## src/inc/rec_timing_pkg.sv

```systemverilog
// constants and types for the recording-control timing block
package rec_timing_pkg;
  // ****************
  // register map
  // ****************
  localparam logic [7:0] ADR_CTRL = 8'h00;
  localparam logic [7:0] ADR_STATUS = 8'h04;
  localparam logic [7:0] ADR_FLAGS = 8'h08;
  localparam logic [7:0] ADR_TWTIME = 8'h0c;
  localparam logic [7:0] ADR_PWBUSY = 8'h10;
  localparam logic [7:0] ADR_WORST = 8'h14;
  localparam int CTRL_EXT_BIT = 0;
  localparam int CTRL_CLASS_LSB = 1;
  localparam int CTRL_MODES_LSB = 4;
  localparam logic [10:0] CTRL_RESET = 11'h000;
  // ****************
  // timing in ms, clock constants in ns
  // ****************
  localparam int MS_NS = 1000000;
  localparam int CLK_NS = 25;
  localparam logic [9:0] LIM_START_MS = 10'h3e8;
  localparam logic [9:0] LIM_DIR_MS = 10'h00a;
  localparam logic [9:0] LIM_CI_MS = 10'h00a;
  localparam logic [9:0] LIM_SUSP_MS = 10'h0fa;
  localparam logic [9:0] LIM_RESUME_MS = 10'h0fa;
  localparam logic [9:0] LIM_FREE_MS = 10'h0fa;
  localparam logic [9:0] LIM_REL_MS = 10'h032;
  localparam logic [9:0] LIM_WR_HC_MS = 10'h0fa;
  localparam logic [9:0] LIM_WR_XC_MS = 10'h1f4;
  localparam logic [9:0] LIM_WR_CI_MS = 10'h0fa;
  localparam logic [9:0] LIM_FS_RD_MS = 10'h014;
  localparam logic [9:0] LIM_TW_MAX_MS = 10'h2ee;
  localparam logic [9:0] LIM_AVG_SINGLE_MS = 10'h064;
  localparam logic [9:0] LIM_AVG_MULTI_MS = 10'h096;
  // ****************
  // sub-command codes
  // ****************
  localparam logic [3:0] SC_START = 4'h0;
  localparam logic [3:0] SC_DIR = 4'h1;
  localparam logic [3:0] SC_CI = 4'h4;
  localparam logic [3:0] SC_SUSP = 4'h5;
  localparam logic [3:0] SC_RESUME = 4'h6;
  localparam logic [3:0] SC_FREE = 4'h7;
  localparam logic [3:0] SC_REL = 4'h8;
  // ****************
  // interface modes
  // ****************
  localparam logic [3:0] IM_DS = 4'h0;
  localparam logic [3:0] IM_LOWEST_SDR_MODE = 4'h1;
  localparam logic [3:0] IM_FIRST_FAST = 4'h2;
  localparam logic [6:0] MM_HS = 7'h01;
  localparam logic [6:0] MM_SDR50 = 7'h04;
  localparam logic [6:0] MM_FD = 7'h20;

  typedef struct packed {
    logic [3:0] sub_command_code;
    logic [2:0] slot_identifier_field;
  } rec_cmd_t;

  typedef struct packed {
    logic cfg_bad;
    logic slot_over;
    logic pr_low;
    logic fs_slow;
    logic max_twice;
    logic avg_over;
    logic tw_over;
    logic busy_over;
  } flags_t;

  typedef enum logic [0:0] {
    ST_IDLE = 1'b0,
    ST_BUSY = 1'b1
  } busy_st_t;
endpackage

```

## src/hw/stream_record_cmd_timing.sv

```systemverilog
// recording-control command timing and slot-mode logic
`timescale 1ns/1ps
module stream_record_cmd_timing #(
  parameter int CYC_PER_MS = rec_timing_pkg::MS_NS / rec_timing_pkg::CLK_NS,
  parameter int WIN = 8
) (
  input wire logic clk_sys,
  input wire logic rstn,
  input wire logic [7:0] wb_adr_i,
  input wire logic [31:0] wb_dat_i,
  input wire logic [3:0] wb_sel_i,
  input wire logic wb_we_i,
  input wire logic wb_cyc_i,
  input wire logic wb_stb_i,
  output logic [31:0] wb_dat_o,
  output logic wb_ack_o,
  input wire logic link_clk,
  input wire logic cmd_strobe,
  input wire rec_timing_pkg::rec_cmd_t cmd_pins,
  input wire logic [3:0] iface_mode,
  input wire logic work_done,
  input wire logic wr_begin,
  input wire logic tw_start,
  input wire logic tw_end,
  input wire logic fs_rd_start,
  input wire logic fs_rd_end,
  input wire logic su_rd_start,
  input wire logic su_rd_end,
  input wire logic su_wr_start,
  input wire logic su_wr_end,
  input wire logic ru_access,
  output logic busy,
  output logic resp_error,
  output logic multi_slot,
  output logic guarantee_active
);
  import rec_timing_pkg::*;

  // ****************
  // link sampling
  // ****************
  logic [2:0] lclk_s_r;
  logic [1:0] stb_s_r;
  rec_cmd_t cmd_s1_r, cmd_s2_r;
  logic cmd_take;
  always_ff @(posedge clk_sys or negedge rstn) begin
    if (!rstn) begin
      lclk_s_r <= 3'h0;
      stb_s_r <= 2'h0;
      cmd_s1_r <= '0;
      cmd_s2_r <= '0;
    end else begin
      lclk_s_r <= {lclk_s_r[1:0], link_clk};
      stb_s_r <= {stb_s_r[0], cmd_strobe};
      cmd_s1_r <= cmd_pins;
      cmd_s2_r <= cmd_s1_r;
    end
  end
  // rising link edge with strobe high
  assign cmd_take = lclk_s_r[1] & ~lclk_s_r[2] & stb_s_r[1];

  // ****************
  // ms tick
  // ****************
  logic [16:0] pre_r;
  logic tick;
  assign tick = (pre_r == 17'(CYC_PER_MS - 1));
  always_ff @(posedge clk_sys or negedge rstn) begin
    if (!rstn) begin
      pre_r <= 17'h0;
    end else begin
      pre_r <= tick ? 17'h0 : pre_r + 17'h1;
    end
  end

  // ****************
  // control register
  // ****************
  logic [10:0] ctrl_r;
  logic ext_cap;
  logic [2:0] class_sel;
  logic [6:0] modes_sup;
  logic wr_acc, rd_acc;
  assign ext_cap = ctrl_r[CTRL_EXT_BIT];
  assign class_sel = ctrl_r[CTRL_CLASS_LSB +: 3];
  assign modes_sup = ctrl_r[CTRL_MODES_LSB +: 7];
  assign wr_acc = wb_cyc_i & wb_stb_i & wb_we_i & ~wb_ack_o;
  assign rd_acc = wb_cyc_i & wb_stb_i & ~wb_we_i & ~wb_ack_o;
  always_ff @(posedge clk_sys or negedge rstn) begin
    if (!rstn) begin
      ctrl_r <= CTRL_RESET;
    end else if (wr_acc && wb_adr_i == ADR_CTRL) begin
      if (wb_sel_i[0]) begin
        ctrl_r[7:0] <= wb_dat_i[7:0];
      end
      if (wb_sel_i[1]) begin
        ctrl_r[10:8] <= wb_dat_i[10:8];
      end
    end
  end

  // ****************
  // interface mode check
  // ****************
  logic [6:0] mand;
  logic [6:0] cur_bit;
  logic cfg_bad_now;
  assign guarantee_active = (iface_mode != IM_DS) && (iface_mode != IM_LOWEST_SDR_MODE);
  assign cur_bit = guarantee_active ? 7'(7'h01 << (iface_mode - IM_FIRST_FAST)) : 7'h00;
  always_comb begin
    mand = 7'h00;
    if (class_sel >= 3'h1) begin
      mand = mand | MM_HS;
    end
    if (class_sel >= 3'h3) begin
      mand = mand | MM_SDR50;
    end
    if (class_sel >= 3'h4) begin
      mand = mand | MM_FD;
    end
  end
  assign cfg_bad_now = (class_sel != 3'h0) &&
                       (((mand & ~modes_sup) != 7'h00) || ((cur_bit & ~modes_sup) != 7'h00));

  // ****************
  // command decode and slots
  // ****************
  logic [7:0] slots_r;
  logic multi_r;
  logic err_r;
  logic assoc_r;
  logic [9:0] assoc_lim_r;
  logic [9:0] busy_lim_r;
  logic fn_free_r;
  busy_st_t bst_r;
  logic [9:0] busy_ms_r;
  logic force_end, busy_end, start_cmd, start_wr;
  assign start_cmd = cmd_take;
  assign start_wr = wr_begin & assoc_r & (bst_r == ST_IDLE) & ~cmd_take;
  assign force_end = tick && (busy_ms_r + 10'h1 >= busy_lim_r);
  assign busy_end = (bst_r == ST_BUSY) && (work_done || force_end);

  function automatic logic [9:0] fn_limit(input logic [3:0] sc);
    logic [9:0] l;
    unique case (sc)
      SC_START: l = LIM_START_MS;
      SC_DIR: l = LIM_DIR_MS;
      SC_CI: l = LIM_CI_MS;
      SC_SUSP: l = LIM_SUSP_MS;
      SC_RESUME: l = LIM_RESUME_MS;
      SC_FREE: l = LIM_FREE_MS;
      SC_REL: l = LIM_REL_MS;
      default: l = LIM_DIR_MS;
    endcase
    return l;
  endfunction

  always_ff @(posedge clk_sys or negedge rstn) begin
    if (!rstn) begin
      slots_r <= 8'h00;
      multi_r <= 1'b0;
      err_r <= 1'b0;
    end else if (cmd_take) begin
      err_r <= 1'b0;
      unique case (cmd_s2_r.sub_command_code)
        SC_START: begin
          multi_r <= (slots_r[7:1] != 7'h00);
        end
        SC_DIR: begin
          if (slots_r[cmd_s2_r.slot_identifier_field]) begin
            err_r <= 1'b1;
          end else begin
            slots_r[cmd_s2_r.slot_identifier_field] <= 1'b1;
          end
        end
        SC_REL: slots_r[cmd_s2_r.slot_identifier_field] <= 1'b0;
        SC_SUSP: slots_r <= 8'h00;
        default: slots_r <= slots_r;
      endcase
    end
  end
  assign multi_slot = multi_r;
  assign resp_error = err_r;

  // associated write pending
  always_ff @(posedge clk_sys or negedge rstn) begin
    if (!rstn) begin
      assoc_r <= 1'b0;
      assoc_lim_r <= LIM_WR_HC_MS;
    end else if (cmd_take) begin
      assoc_r <= 1'b0;
      if (cmd_s2_r.sub_command_code == SC_DIR && !slots_r[cmd_s2_r.slot_identifier_field]) begin
        assoc_r <= 1'b1;
        assoc_lim_r <= ext_cap ? LIM_WR_XC_MS : LIM_WR_HC_MS;
      end else if (cmd_s2_r.sub_command_code == SC_CI) begin
        assoc_r <= 1'b1;
        assoc_lim_r <= LIM_WR_CI_MS;
      end
    end else if (start_wr) begin
      assoc_r <= 1'b0;
    end
  end

  // ****************
  // busy timer
  // ****************
  // busy counted in ms ticks
  always_ff @(posedge clk_sys or negedge rstn) begin
    if (!rstn) begin
      bst_r <= ST_IDLE;
      busy_ms_r <= 10'h0;
      busy_lim_r <= LIM_DIR_MS;
      fn_free_r <= 1'b0;
    end else begin
      unique case (bst_r)
        ST_IDLE: begin
          if (start_cmd) begin
            bst_r <= ST_BUSY;
            busy_ms_r <= 10'h0;
            busy_lim_r <= fn_limit(cmd_s2_r.sub_command_code);
            fn_free_r <= (cmd_s2_r.sub_command_code == SC_FREE);
          end else if (start_wr) begin
            bst_r <= ST_BUSY;
            busy_ms_r <= 10'h0;
            busy_lim_r <= assoc_lim_r;
            fn_free_r <= 1'b0;
          end
        end
        ST_BUSY: begin
          if (busy_end) begin
            bst_r <= ST_IDLE;
            fn_free_r <= 1'b0;
          end else if (tick) begin
            busy_ms_r <= busy_ms_r + 10'h1;
          end
        end
      endcase
    end
  end
  assign busy = (bst_r == ST_BUSY);

  // ****************
  // table writes, sliding window
  // ****************
  logic tw_act_r;
  logic [9:0] tw_ms_r;
  logic [9:0] tw_hist_r [WIN];
  logic [WIN-1:0] tw_cap_r;
  logic [2:0] tw_idx_r;
  logic [12:0] tw_sum_r;
  logic [9:0] last_tw_r;
  logic tw_force, tw_fin, tw_hit_max;
  logic [3:0] ups_r;
  logic [3:0] open_cnt;
  logic [3:0] cap_cnt;
  logic [9:0] avg_ms;
  assign tw_force = tw_act_r && tick && (tw_ms_r + 10'h1 >= LIM_TW_MAX_MS);
  assign tw_fin = tw_act_r && (tw_end || tw_force);
  assign tw_hit_max = tw_force || (tw_ms_r >= LIM_TW_MAX_MS - 10'h1);
  assign avg_ms = tw_sum_r[12:3];
  always_comb begin
    open_cnt = 4'h0;
    cap_cnt = 4'h0;
    for (int i = 0; i < 8; i++) begin
      open_cnt = open_cnt + {3'h0, slots_r[i]};
    end
    for (int i = 0; i < WIN; i++) begin
      cap_cnt = cap_cnt + {3'h0, tw_cap_r[i]};
    end
  end
  // table write cut at 750 ms
  always_ff @(posedge clk_sys or negedge rstn) begin
    if (!rstn) begin
      tw_act_r <= 1'b0;
      tw_ms_r <= 10'h0;
      last_tw_r <= 10'h0;
    end else if (tw_start && !tw_act_r) begin
      tw_act_r <= 1'b1;
      tw_ms_r <= 10'h0;
    end else if (tw_fin) begin
      tw_act_r <= 1'b0;
      last_tw_r <= tw_ms_r;
    end else if (tw_act_r && tick) begin
      tw_ms_r <= tw_ms_r + 10'h1;
    end
  end
  always_ff @(posedge clk_sys or negedge rstn) begin
    if (!rstn) begin
      tw_idx_r <= 3'h0;
      tw_sum_r <= 13'h0;
      tw_cap_r <= '0;
    end else if (tw_fin) begin
      tw_idx_r <= tw_idx_r + 3'h1;
      tw_sum_r <= tw_sum_r - {3'h0, tw_hist_r[tw_idx_r]} + {3'h0, tw_ms_r};
      tw_cap_r[tw_idx_r] <= tw_hit_max;
    end
  end
  generate
    for (genvar g = 0; g < WIN; g++) begin : g_hist
      always_ff @(posedge clk_sys or negedge rstn) begin
        if (!rstn) begin
          tw_hist_r[g] <= 10'h0;
        end else if (tw_fin && tw_idx_r == 3'(g)) begin
          tw_hist_r[g] <= tw_ms_r;
        end
      end
    end
  endgenerate
  always_ff @(posedge clk_sys or negedge rstn) begin
    if (!rstn) begin
      ups_r <= 4'h0;
    end else if (ru_access) begin
      ups_r <= 4'h0;
    end else if (tw_fin && ups_r != 4'hf) begin
      ups_r <= ups_r + 4'h1;
    end
  end

  // ****************
  // read and write periods
  // ****************
  logic fs_act_r, su_rd_act_r, su_wr_act_r;
  logic [9:0] fs_ms_r;
  logic [15:0] rd_ms_r, wr_ms_r, worst_rd_r, worst_wr_r, pw_busy_r;
  // single 4KB read window from backend
  always_ff @(posedge clk_sys or negedge rstn) begin
    if (!rstn) begin
      fs_act_r <= 1'b0;
      fs_ms_r <= 10'h0;
    end else if (fs_rd_start) begin
      fs_act_r <= 1'b1;
      fs_ms_r <= 10'h0;
    end else if (fs_rd_end) begin
      fs_act_r <= 1'b0;
    end else if (fs_act_r && tick && fs_ms_r != 10'h3ff) begin
      fs_ms_r <= fs_ms_r + 10'h1;
    end
  end
  always_ff @(posedge clk_sys or negedge rstn) begin
    if (!rstn) begin
      su_rd_act_r <= 1'b0;
      rd_ms_r <= 16'h0;
      worst_rd_r <= 16'h0;
    end else if (su_rd_start) begin
      su_rd_act_r <= 1'b1;
      rd_ms_r <= 16'h0;
    end else if (su_rd_end && su_rd_act_r) begin
      su_rd_act_r <= 1'b0;
      if (rd_ms_r > worst_rd_r) begin
        worst_rd_r <= rd_ms_r;
      end
    end else if (su_rd_act_r && tick) begin
      rd_ms_r <= rd_ms_r + 16'h1;
    end
  end
  always_ff @(posedge clk_sys or negedge rstn) begin
    if (!rstn) begin
      su_wr_act_r <= 1'b0;
      wr_ms_r <= 16'h0;
      worst_wr_r <= 16'h0;
      pw_busy_r <= 16'h0;
    end else begin
      if (su_wr_start) begin
        su_wr_act_r <= 1'b1;
      end else if (su_wr_end && su_wr_act_r) begin
        su_wr_act_r <= 1'b0;
        wr_ms_r <= 16'h0;
        if (wr_ms_r > worst_wr_r) begin
          worst_wr_r <= wr_ms_r;
        end
      end else if (tick && (su_wr_act_r || (busy && fn_free_r))) begin
        wr_ms_r <= wr_ms_r + 16'h1;
      end
      if (tick && busy && fn_free_r) begin
        pw_busy_r <= pw_busy_r + 16'h1;
      end
    end
  end

  // ****************
  // sticky flags
  // ****************
  flags_t flg_r, flg_set;
  logic flg_clr_en;
  always_comb begin
    flg_set = '0;
    flg_set.busy_over = busy_end && force_end && !work_done;
    flg_set.tw_over = tw_force && guarantee_active;
    flg_set.avg_over = guarantee_active &&
                       (avg_ms > (multi_r ? LIM_AVG_MULTI_MS : LIM_AVG_SINGLE_MS));
    flg_set.max_twice = guarantee_active && (cap_cnt > 4'h1);
    flg_set.fs_slow = guarantee_active && fs_act_r && (fs_ms_r >= LIM_FS_RD_MS);
    flg_set.pr_low = guarantee_active && (worst_wr_r != 16'h0) && (worst_rd_r > worst_wr_r);
    flg_set.slot_over = guarantee_active &&
                        (ups_r > ((open_cnt == 4'h0) ? 4'h1 : open_cnt));
    flg_set.cfg_bad = cfg_bad_now;
  end
  assign flg_clr_en = wr_acc && (wb_adr_i == ADR_FLAGS) && wb_sel_i[0];
  // set wins over clear
  always_ff @(posedge clk_sys or negedge rstn) begin
    if (!rstn) begin
      flg_r <= '0;
    end else if (flg_clr_en) begin
      flg_r <= (flg_r & ~flags_t'(wb_dat_i[7:0])) | flg_set;
    end else begin
      flg_r <= flg_r | flg_set;
    end
  end

  // ****************
  // wishbone read and ack
  // ****************
  always_ff @(posedge clk_sys or negedge rstn) begin
    if (!rstn) begin
      wb_ack_o <= 1'b0;
      wb_dat_o <= 32'h0;
    end else begin
      wb_ack_o <= wb_cyc_i & wb_stb_i & ~wb_ack_o;
      if (rd_acc) begin
        unique case (wb_adr_i)
          ADR_CTRL: wb_dat_o <= {21'h0, ctrl_r};
          ADR_STATUS: wb_dat_o <= {16'h0, ups_r, guarantee_active, assoc_r, busy,
                                   multi_r, slots_r};
          ADR_FLAGS: wb_dat_o <= {24'h0, flg_r};
          ADR_TWTIME: wb_dat_o <= {6'h0, last_tw_r, 6'h0, avg_ms};
          ADR_PWBUSY: wb_dat_o <= {16'h0, pw_busy_r};
          ADR_WORST: wb_dat_o <= {worst_rd_r, worst_wr_r};
          default: wb_dat_o <= 32'h0;
        endcase
      end
    end
  end
endmodule

```

## config.mk

```make
export PLATFORM = sky130hd
export DESIGN_NAME = stream_record_cmd_timing
export DESIGN_NICKNAME = d
export VERILOG_FILES = /design/src/inc/rec_timing_pkg.sv /design/src/hw/stream_record_cmd_timing.sv
export SDC_FILE = /design/constraint.sdc
export NUM_CORES = 1
export LEC_CHECK = 0
export ABC_AREA = 1
export BUFFER_PORTS_ARGS = -buffer_cell sky130_fd_sc_hd__clkbuf_2
export CORE_UTILIZATION = 62
export CTS_BUF_LIST = sky130_fd_sc_hd__clkbuf_16
export CTS_CLUSTER_DIAMETER = 200
export DETAILED_ROUTE_END_ITERATION = 6
export PLACE_DENSITY = 0.86
export SKIP_CTS_REPAIR_TIMING = 1
export SYNTH_ARGS = -nofsm -noshare
export SYNTH_HDL_FRONTEND = slang
export SYNTH_SLANG_ARGS = --single-unit
```

## constraint.sdc

```tcl
create_clock -name clk_sys -period 4.9 [get_ports clk_sys]
set_input_delay 0.245 -clock clk_sys [delete_from_list [all_inputs] [get_ports clk_sys]]
set_output_delay 0.245 -clock clk_sys [all_outputs]
set_load 0.03 [all_outputs]
```

## Yosys cells after proc, flatten, opt, wreduce, memory -nomap -nowiden

Index checks and enable logic that the tools add are counted.

| operators by class | value |
|---|---|
| add/subtract/negate cells | 26 |
| magnitude comparators | 18 |
| eq/ne operators | 30 |
| shifts and indexed selects | 1 |
| muxes and demuxes | 66 |
| bitwise logic cells | 30 |
| reduce and logical (&&, ||, !) cells | 88 |

Operators with widths:

| cell | count |
|---|---|
| 32-bit one-hot mux with 6 select lines | 1 |
| 10-bit two-way mux | 16 |
| 16-bit two-way mux | 5 |
| 16-bit by 1-bit adder with 16-bit output, second input constant | 3 |
| 16-bit greater-than comparator | 3 |
| 1-bit logical AND | 42 |
| 4-bit by 1-bit adder with 4-bit output | 8 |
| 10-bit by 1-bit adder with 10-bit output, second input constant | 3 |
| 10-bit binary-select mux with 3-bit select | 1 |
| 10-bit one-hot mux with 3 select lines | 1 |
| 8-bit two-way mux | 3 |
| 8-bit OR | 3 |
| 8-bit one-hot mux with 3 select lines | 1 |
| 1-bit two-way mux | 23 |
| 2-bit AND reduction | 11 |
| 2-bit nonzero test | 11 |
| 7-bit nonzero test | 3 |
| 10-bit >= comparator, second input constant | 2 |
| 10-bit one-hot mux with 2 select lines | 1 |
| 17-bit by 1-bit adder with 17-bit output, second input constant | 1 |
| 17-bit by 16-bit equality test with 1-bit output, second input constant | 1 |
| 17-bit two-way mux | 1 |
| 8-bit bitwise AND | 2 |
| 4-bit by 3-bit equality test with 1-bit output, second input constant | 4 |
| other kinds (58) | 109 |

| storage, ports and cells | value |
|---|---|
| bits in registers | 353 |
| input port bits | 73 |
| logic and storage cells | 311 |

## Depth between registers and ports, before layout

Gate-level depths: netlist of the first run.

| depth | value |
|---|---|
| word-level depth | 13 |
| mapped depth | 21 |
| gate-level depth less buffers | 19 |

## Worst setup path after synthesis of the first run

OpenSTA, ideal clock, no wires.

| timing path | value |
|---|---|
| kind | reg2reg |
| from | register tw_idx_r[2] |
| to | register tw_sum_r[10] |
| data arrival time | 3.386 ns |
| setup slack | 1.396 ns |
| stages on the path, launching flop included | 19 |
| path buffers | 2 |
| period minus slack after synthesis | 3.504 ns |
| path through | dfrtp_1 > clkbuf_1 > inv_1 > nor2_1 > inv_1 > clkbuf_1 > nor2_1 > o21ai_0 > o2111ai_1 > fa_1 > fa_1 > nand3b_1 > nand2_1 > a21boi_0 > o21ai_0 > a21oi_1 > or2_2 > nand3_1 > nand2_1 |

| between the ends | value |
|---|---|
| longest elaborated chain between the ends | 6 |

Ends and longest elaborated chain:

| element | RTL line | RTL |
|---|---|---|
| start: declaration | stream_record_cmd_timing.sv:249 | `logic [2:0] tw_idx_r;` |
| start signal: assignment | stream_record_cmd_timing.sv:293 | `tw_idx_r <= tw_idx_r + 3'h1;` |
| 3-bit inverter with 4-bit output (not written as such) | stream_record_cmd_timing.sv:294 | `tw_sum_r <= tw_sum_r - {3'h0, tw_hist_r[tw_idx_r]} + {3'h0, tw_ms_r};` |
| 10-bit binary-select mux with 3-bit select | stream_record_cmd_timing.sv:294 |  |
| 10-bit two-way mux (not written as such) (2 in series) | stream_record_cmd_timing.sv:294 |  |
| 13-bit by 10-bit subtractor with 13-bit output | stream_record_cmd_timing.sv:294 |  |
| 13-bit by 10-bit adder with 13-bit output | stream_record_cmd_timing.sv:294 |  |
| end signal: assignment | stream_record_cmd_timing.sv:294 |  |
| end: declaration | stream_record_cmd_timing.sv:250 | `logic [12:0] tw_sum_r;` |

Every way passes these cells. The select of a mux whose other input is x is not followed.
A chain may end at the register's enable or synchronous reset.

## Worst setup path after layout of the first run

Same ends and word-level chain as after synthesis.

==> reports/metrics.csv, run 1 <==
stage,metric,value,unit
run_status,status,"complete, but fails checks",
run_status,failing checks,negative hold slack,
sta,clk_skew,0.0189,ns
cts,H-tree levels,2,
logic_synthesis,Synth top area share,43.9,%
placement,routability congestion estimate,0.930,
sta,normalized max-slew margin,29.3,%
floorplanning,IO Pins,110,
detailed_routing,routed vias/inst,5.91,
floorplanning,core area,30700,um2
floorplanning,starting density of the core,63.1,%
floorplanning,die width,179,um
logic_synthesis,Synth Cell Area,19400,um2
detailed_routing,drt first pass iters,6,
sta,Final WS setup,0.948,ns
logic_synthesis,post-synthesis average cell area,8.58,um2
min_path,Hold Crit Class,input port to flip-flop,
worst_setup_path,WS Path Type,flip-flop to flip-flop,
sta,RSZ-0062 raised after global routing,no,
job,max_cap viols,0,
logic_synthesis,Cells after Synth,2257,
pwr,P per Cell Area,438,nW/um2
worst_setup_path,top fanout value on the critical path,11,
worst_setup_path,CP Cell Sequence,inv_1 -> nor2_1 -> inv_1 -> nor2_1 -> o21ai_0 -> o2111ai_1 -> fa_1 -> fa_1 -> nand3b_1 -> nand2_1 -> a21boi_0 -> o21ai_0 -> a21oi_1 -> or2_2 -> nand3_1 -> nand2_1,
worst_setup_path,Arrival @ worst endpoint,4.37,ns
sta,hold_ws,-0.0326,ns
cts,"Clk Latency, worst-skew pair",0.52,ns
detailed_routing,via count,16300,
sta,period utilisation layout,80.7,%
worst_setup_path,"Slowest-stage cell, CP",fa_1,
placement,dpl hpwl,34.0,mm
logic_synthesis,Syn. warnings,0,
worst_setup_path,WP buf/inv,2,
floorplanning,Row Count,64,
cts,Longest Clk Path Bufs,3,
global_route,total grt overflow,0,
global_route,largest net degree at the start of global routing,155,
cts,CTS tree,yes,
global_route,first-pass GRT wire length,77.7,mm
global_route,GRT Total Usage,30.7,%
floorplanning,Die H,179,um
cells_and_area,layout cells sized above 1,12.8,%
cts,Root Buffer,clkbuf_16,
logic_synthesis,"FF+latch count, synth",343,
placement,Place WS,1.03,ns
cells_and_area,"commonest non-fill, non-tap cell in the layout",nand2_1,
logic_synthesis,Post-synth EDFFs,0,
cts,Sink Count,343,
logic_synthesis,"area leader, netlist",dfrtp_1,
detailed_routing,routed length per placed instance,17.5,um
sta,Fin. Hold Viols,5,
logic_synthesis,largest cells by area after synthesis,"dfrtp_1 (44%), nand2_1 (8.9%), ha_1 (6.8%), inv_1 (5.2%), o21ai_0 (4.9%)",
logic_synthesis,prevailing post-synth register cell,dfrtp_1,
pwr,static leakage,10.4,nW
cells_and_area,Total Nets Final,2531,
detailed_routing,DRC errors left,0,
cells_and_area,Layout area overhead,10.0,%
worst_setup_path,Crit path max-delay family,simple AND/OR/NAND/NOR gates,
detailed_routing,final WL,48.2,mm
logic_synthesis,sequential area share after synthesis,44.4,%
sta,final critical-path required period,3.95,ns
detailed_routing,post-route ant nets,0,
floorplanning,die area,31900,um2
cells_and_area,final antenna diode count,0,
sta,worst slew pin tran,1.06,ns
logic_synthesis,fraction of registers with async set/reset,100,%
sta,Slew Limit Fails,0,
cells_and_area,most frequent cells in the layout,"nand2_1 (460), dfrtp_1 (340), inv_1 (274), o21ai_0 (190), nor2_1 (175)",
global_route,initial antenna violation count,0,
sta,final setup fails,0,
worst_setup_path,Critical Path RT,5.32,ns
logic_synthesis,distinct cell type count after synthesis,65,
worst_setup_path,Crit. End Element,flip-flop,
placement,IO buf count,86,
sta,Sum Neg Setup Slack,0,ns
sta,Fmax achieved,0.253,GHz
worst_setup_path,startpoint types,flip-flop,
cts,clock-pin slew on the worst setup and hold paths,0.06,ns
pwr,maximum vdd drop,0.350,mV
detailed_routing,initial DRC count,1694,
cts,total CTS buffers,38,
logic_synthesis,Syn Nets,2453,
global_route,vias in the first global route,15900,
worst_setup_path,CP max stage delay,0.52,ns
-- Yosys cell counts, types with 4 or more instances --
cell type	count
a221oi_1	10
nor2_1	175
a21oi_1	84
inv_1	270
nand3_2	4
a31oi_1	16
clkbuf_1	34
nand2_1	460
nor3_1	40
a21o_1	5
buf_2	7
xnor2_1	13
o22ai_1	24
o21a_1	5
dfrtp_1	340
nor4_1	15
nand4_1	30
nand3b_1	6
clkinv_1	5
buf_6	18
a211oi_1	9
inv_2	7
nand2_2	23
nand3_1	121
buf_1	4
buf_4	5
nor2_4	4
o2111ai_1	10
o21ai_0	190
nand3b_4	6
o21ai_2	79
o31ai_1	20
xor2_1	41
fa_1	18
ha_1	105
o21ai_1	7
-- cells by family after synthesis --
logic type | synth area share [%]
buffers and inverters | 7.80
xor gates and xnor gates | 2.53
AOI/OAI and AO/OA | 15.5
DFF | 44.4
and+or+nand+nor | 21.2
adders and majority gates | 8.65
muxes | 0.0582
-- where the power goes --
part / switching [W] / internal [W]
Sequential: 0.000286 / 0.00309
Combinational: 0.00199 / 0.00114
Clock: 0.00117 / 0.00166
-- area by class of cell --
cell class	instances	area (um2)
well taps	396	495
inverters	282	1060
fillers	2297	9370
clock inverters	30	254
repair buffers	108	668
flip-flops and latches	343	8590
clock buffers	39	976
multi-input cells	1562	9260
-- tightest hold or removal path: cells and delay by family --
family,cells,cell delay (ns)
buffers and inverters,1,0.08
and+or+nand+nor,2,0.13
-- path summary, 6_finish.rpt --
kind | depth (start not counted) | startpoint | slack [ns] | endpoint
setup reg to reg | 16 | tw_idx_r[2] | 0.95 | tw_sum_r[10]
min in group asynchronous | 2 | rstn | 0.28 | wb_dat_o[26]
hold / removal | 3 | wb_stb_i | -0.03 | wb_ack_o
setup / recovery | 16 | tw_idx_r[2] | 0.95 | tw_sum_r[10]
hold reg to reg | 0 | cmd_s1_r[0] | 0.34 | cmd_s2_r[0]
max in group asynchronous | 3 | rstn | 3.35 | fs_ms_r[5]
-- flip-flops by register name (all words and copies together), names as in the netlist, 11 cells and up --
signal	flops
tw_sum_r	13
pw_busy_r	16
worst_wr_r	16
rd_ms_r	16
ctrl_r	11
worst_rd_r	16
wb_dat_o	32
tw_hist_r	80
wr_ms_r	16
pre_r	17
-- through the flow --
stage | power [W] | area (um2) | instances | util, %
final | 0.00933 | 21300 | 2760 | 69.5
after global routing | 0.00994 | 21300 | 2760 | 69.5
after CTS | 0.00931 | 21200 | 2745 | 69.0
after detailed placement | 0.00647 | 19900 | 2676 | 65.0
after global placement | 0.00632 | 19900 | 2676 | 65.0
after floorplan | 0.00567 | 19400 | 2257 | -
-- layer usage --
| layer | part of all wire (%) | vias up | global-route usage, % |
|---|---|---|---|
| li1 | - | 7716 | - |
| met1 | 41 | 7772 | 39.5 |
| met2 | 48 | 670 | 51.4 |
| met3 | 7.3 | 142 | 4.94 |
| met4 | 4.1 | 0 | 13.2 |
| met5 | 0 | - | 0 |
(Power assumes the default switching activity.)
==> run 2: changes to the inputs <==
==> constraint.sdc (replaced) <==
create_clock -name clk_sys -period 3.95 [get_ports clk_sys]
set_input_delay 0.1975 -clock clk_sys [delete_from_list [all_inputs] [get_ports clk_sys]]
set_output_delay 0.1975 -clock clk_sys [all_outputs]
set_load 0.03 [all_outputs]
==> reports/metrics.csv, run 2 (synthesis gave the netlist of run 1 again) <==
stage,metric,value,unit
sta,Final WS setup,0.145,ns
floorplanning,die width,179,um
worst_setup_path,flop2flop setup slack,0.15,ns
run_status,status,"complete, but fails checks",
detailed_routing,routed length per placed instance,18.2,um
sta,Sum Neg Setup Slack,0,ns
worst_setup_path,CP max stage delay,0.50,ns
detailed_routing,met1 wire length,20.4,mm
global_route,first-pass GRT wire length,80.8,mm
worst_setup_path,Reg-to-Reg Start,slots_r[1],
placement,dpl hpwl,36.0,mm
detailed_routing,drt first pass iters,5,
sta,final critical-path required period,3.80,ns
floorplanning,die area,31900,um2
cells_and_area,layout cells sized above 1,13.2,%
sta,clk_skew,0.0177,ns
global_route,total grt overflow,0,
detailed_routing,final WL,50.5,mm
cells_and_area,final antenna diode count,0,
global_route,vias in the first global route,16100,
min_path,hold_sp,wb_dat_i[0],
pwr,static leakage,10.5,nW
worst_setup_path,top fanout value on the critical path,4,
cells_and_area,Top reg by flops,tw_hist_r,
detailed_routing,Routed met3 length,3.52,mm
detailed_routing,routed wl met2,24.1,mm
detailed_routing,Max Used Layer,met4,
placement,dpl cells,2695,
min_path,Hold Crit Class,input port to flip-flop,
detailed_routing,via count,16600,
global_route,largest net degree at the start of global routing,103,
run_status,failing checks,negative hold slack,
job,max_cap viols,0,
sta,final setup fails,0,
sta,normalized max-slew margin,37.2,%
floorplanning,Die H,179,um
worst_setup_path,WS Path Type,flip-flop to flip-flop,
placement,routability congestion estimate,0.911,
placement,"Cell Area, Placed",20100,um2
worst_setup_path,reg2reg end,flg_r[6],
floorplanning,core area,30700,um2
floorplanning,starting density of the core,63.1,%
pwr,maximum vdd drop,0.374,mV
cells_and_area,fin area,21500,um2
cts,Longest Clk Path Bufs,3,
worst_setup_path,Worst R2R Path Depth,13,
worst_setup_path,WP buf/inv,2,
sta,RSZ-0062 raised after global routing,no,
cts,H-tree levels,2,
placement,IO buf count,86,
min_path,Hold EP,ctrl_r[0],
worst_setup_path,Crit path max-delay family,adder cells,
worst_setup_path,CP most frequent cell,fa_1,
cells_and_area,fin cells,2782,
cells_and_area,most frequent cells in the layout,"nand2_1 (460), dfrtp_1 (339), inv_1 (279), o21ai_0 (189), nor2_1 (175)",
worst_setup_path,"Slowest-stage cell, CP",fa_1,
sta,period utilisation layout,96.3,%
cts,total CTS buffers,38,
cells_and_area,Total Nets Final,2556,
min_path,hold depth,3,
global_route,initial antenna violation count,0,
cells_and_area,Layout area overhead,10.9,%
cts,clock-pin slew on the worst setup and hold paths,0.06,ns
detailed_routing,post-route ant nets,0,
placement,Place WS,0.202,ns
detailed_routing,routed vias/inst,5.98,
global_route,GRT Total Usage,32.0,%
worst_setup_path,Critical Path RT,4.35,ns
worst_setup_path,Arrival @ worst endpoint,4.21,ns
cts,Sink Count,343,
cts,Root Buffer,clkbuf_16,
detailed_routing,initial DRC count,1645,
cells_and_area,# fillers,2323,
cts,CTS tree,yes,
worst_setup_path,Crit. End Element,flip-flop,
cells_and_area,biggest regs,"tw_hist_r (80), wb_dat_o (32), pre_r (17)",
cts,"Clk Latency, worst-skew pair",0.53,ns
worst_setup_path,CP Cell Sequence,inv_1 -> fa_1 -> fa_1 -> fa_1 -> inv_1 -> ha_1 -> fa_1 -> xnor2_1 -> ha_1 -> a21oi_1 -> o21ai_0 -> a21oi_1 -> o21ai_0,
sta,hold_ws,-0.0299,ns
sta,Slew Limit Fails,0,
sta,Fin. Hold Viols,8,
detailed_routing,DRC errors left,0,
pwr,P per Cell Area,544,nW/um2
sta,worst slew pin tran,0.940,ns
cells_and_area,"commonest non-fill, non-tap cell in the layout",nand2_1,
floorplanning,Row Count,64,
cells_and_area,max reg flops,80,
floorplanning,IO Pins,110,
worst_setup_path,startpoint types,flip-flop,
sta,Fmax achieved,0.263,GHz
run 2: per-layer routing:
layer | GRT usage [%] | vias to the layer above
li1 | - | 7736
met1 | 41.2 | 8001
met2 | 52.6 | 732
met3 | 4.86 | 177
met4 | 16.4 | 0
met5 | 0 | -
run 2: final cells by class:
cell class	count	area, um2	area share (%)
well taps	396	495	2.31
multi-input cells	1562	9260	43.2
inverters	282	1060	4.93
clock buffers	39	976	4.55
clock inverters	27	201	0.938
repair buffers	133	883	4.11
flip-flops and latches	343	8590	40.0
run 2: power breakdown:
group / total, W / internal, W / leakage [nW] / switching, W
Combinational: 0.00405 / 0.00149 / 5.28 / 0.00256
Clock: 0.00344 / 0.00198 / 0.603 / 0.00146
Sequential: 0.00418 / 0.00383 / 4.57 / 0.000352
run 2: worst max path at each step:
stage | startpoint | to | slack (ns) | depth (start not counted)
finish | slots_r[1] | flg_r[6] | 0.15 | 13
floorplan | tw_idx_r[2] | tw_sum_r[10] | 0.45 | 18
global placement | tw_idx_r[2] | tw_sum_r[10] | 0.34 | 16
global route | slots_r[1] | flg_r[6] | 0.02 | 13
detailed placement | tw_idx_r[2] | tw_sum_r[10] | 0.20 | 19
CTS | tw_idx_r[2] | tw_sum_r[10] | 0.20 | 19
run 2: per-stage QoR:
| stage | hold slack, ns | util, % | power [W] |
|---|---|---|---|
| final | -0.0299 | 70.0 | 0.0117 |
| after global routing | 0.00939 | 70.0 | 0.0124 |
| after CTS | -0.248 | 69.3 | 0.0116 |
| after detailed placement | 0.296 | 65.5 | 0.00815 |
| after global placement | 0.297 | 65.5 | 0.00797 |
| after floorplan | -0.0981 | - | 0.00703 |
run 2: worst reg2reg max path, cell delays in order (launching register included):
cell	delay, ns
dfrtp_1	0.38
inv_1	0.14
fa_1	0.45
fa_1	0.47
fa_1	0.50
inv_1	0.05
ha_1	0.20
fa_1	0.42
xnor2_1	0.26
ha_1	0.31
a21oi_1	0.14
o21ai_0	0.10
a21oi_1	0.15
o21ai_0	0.11
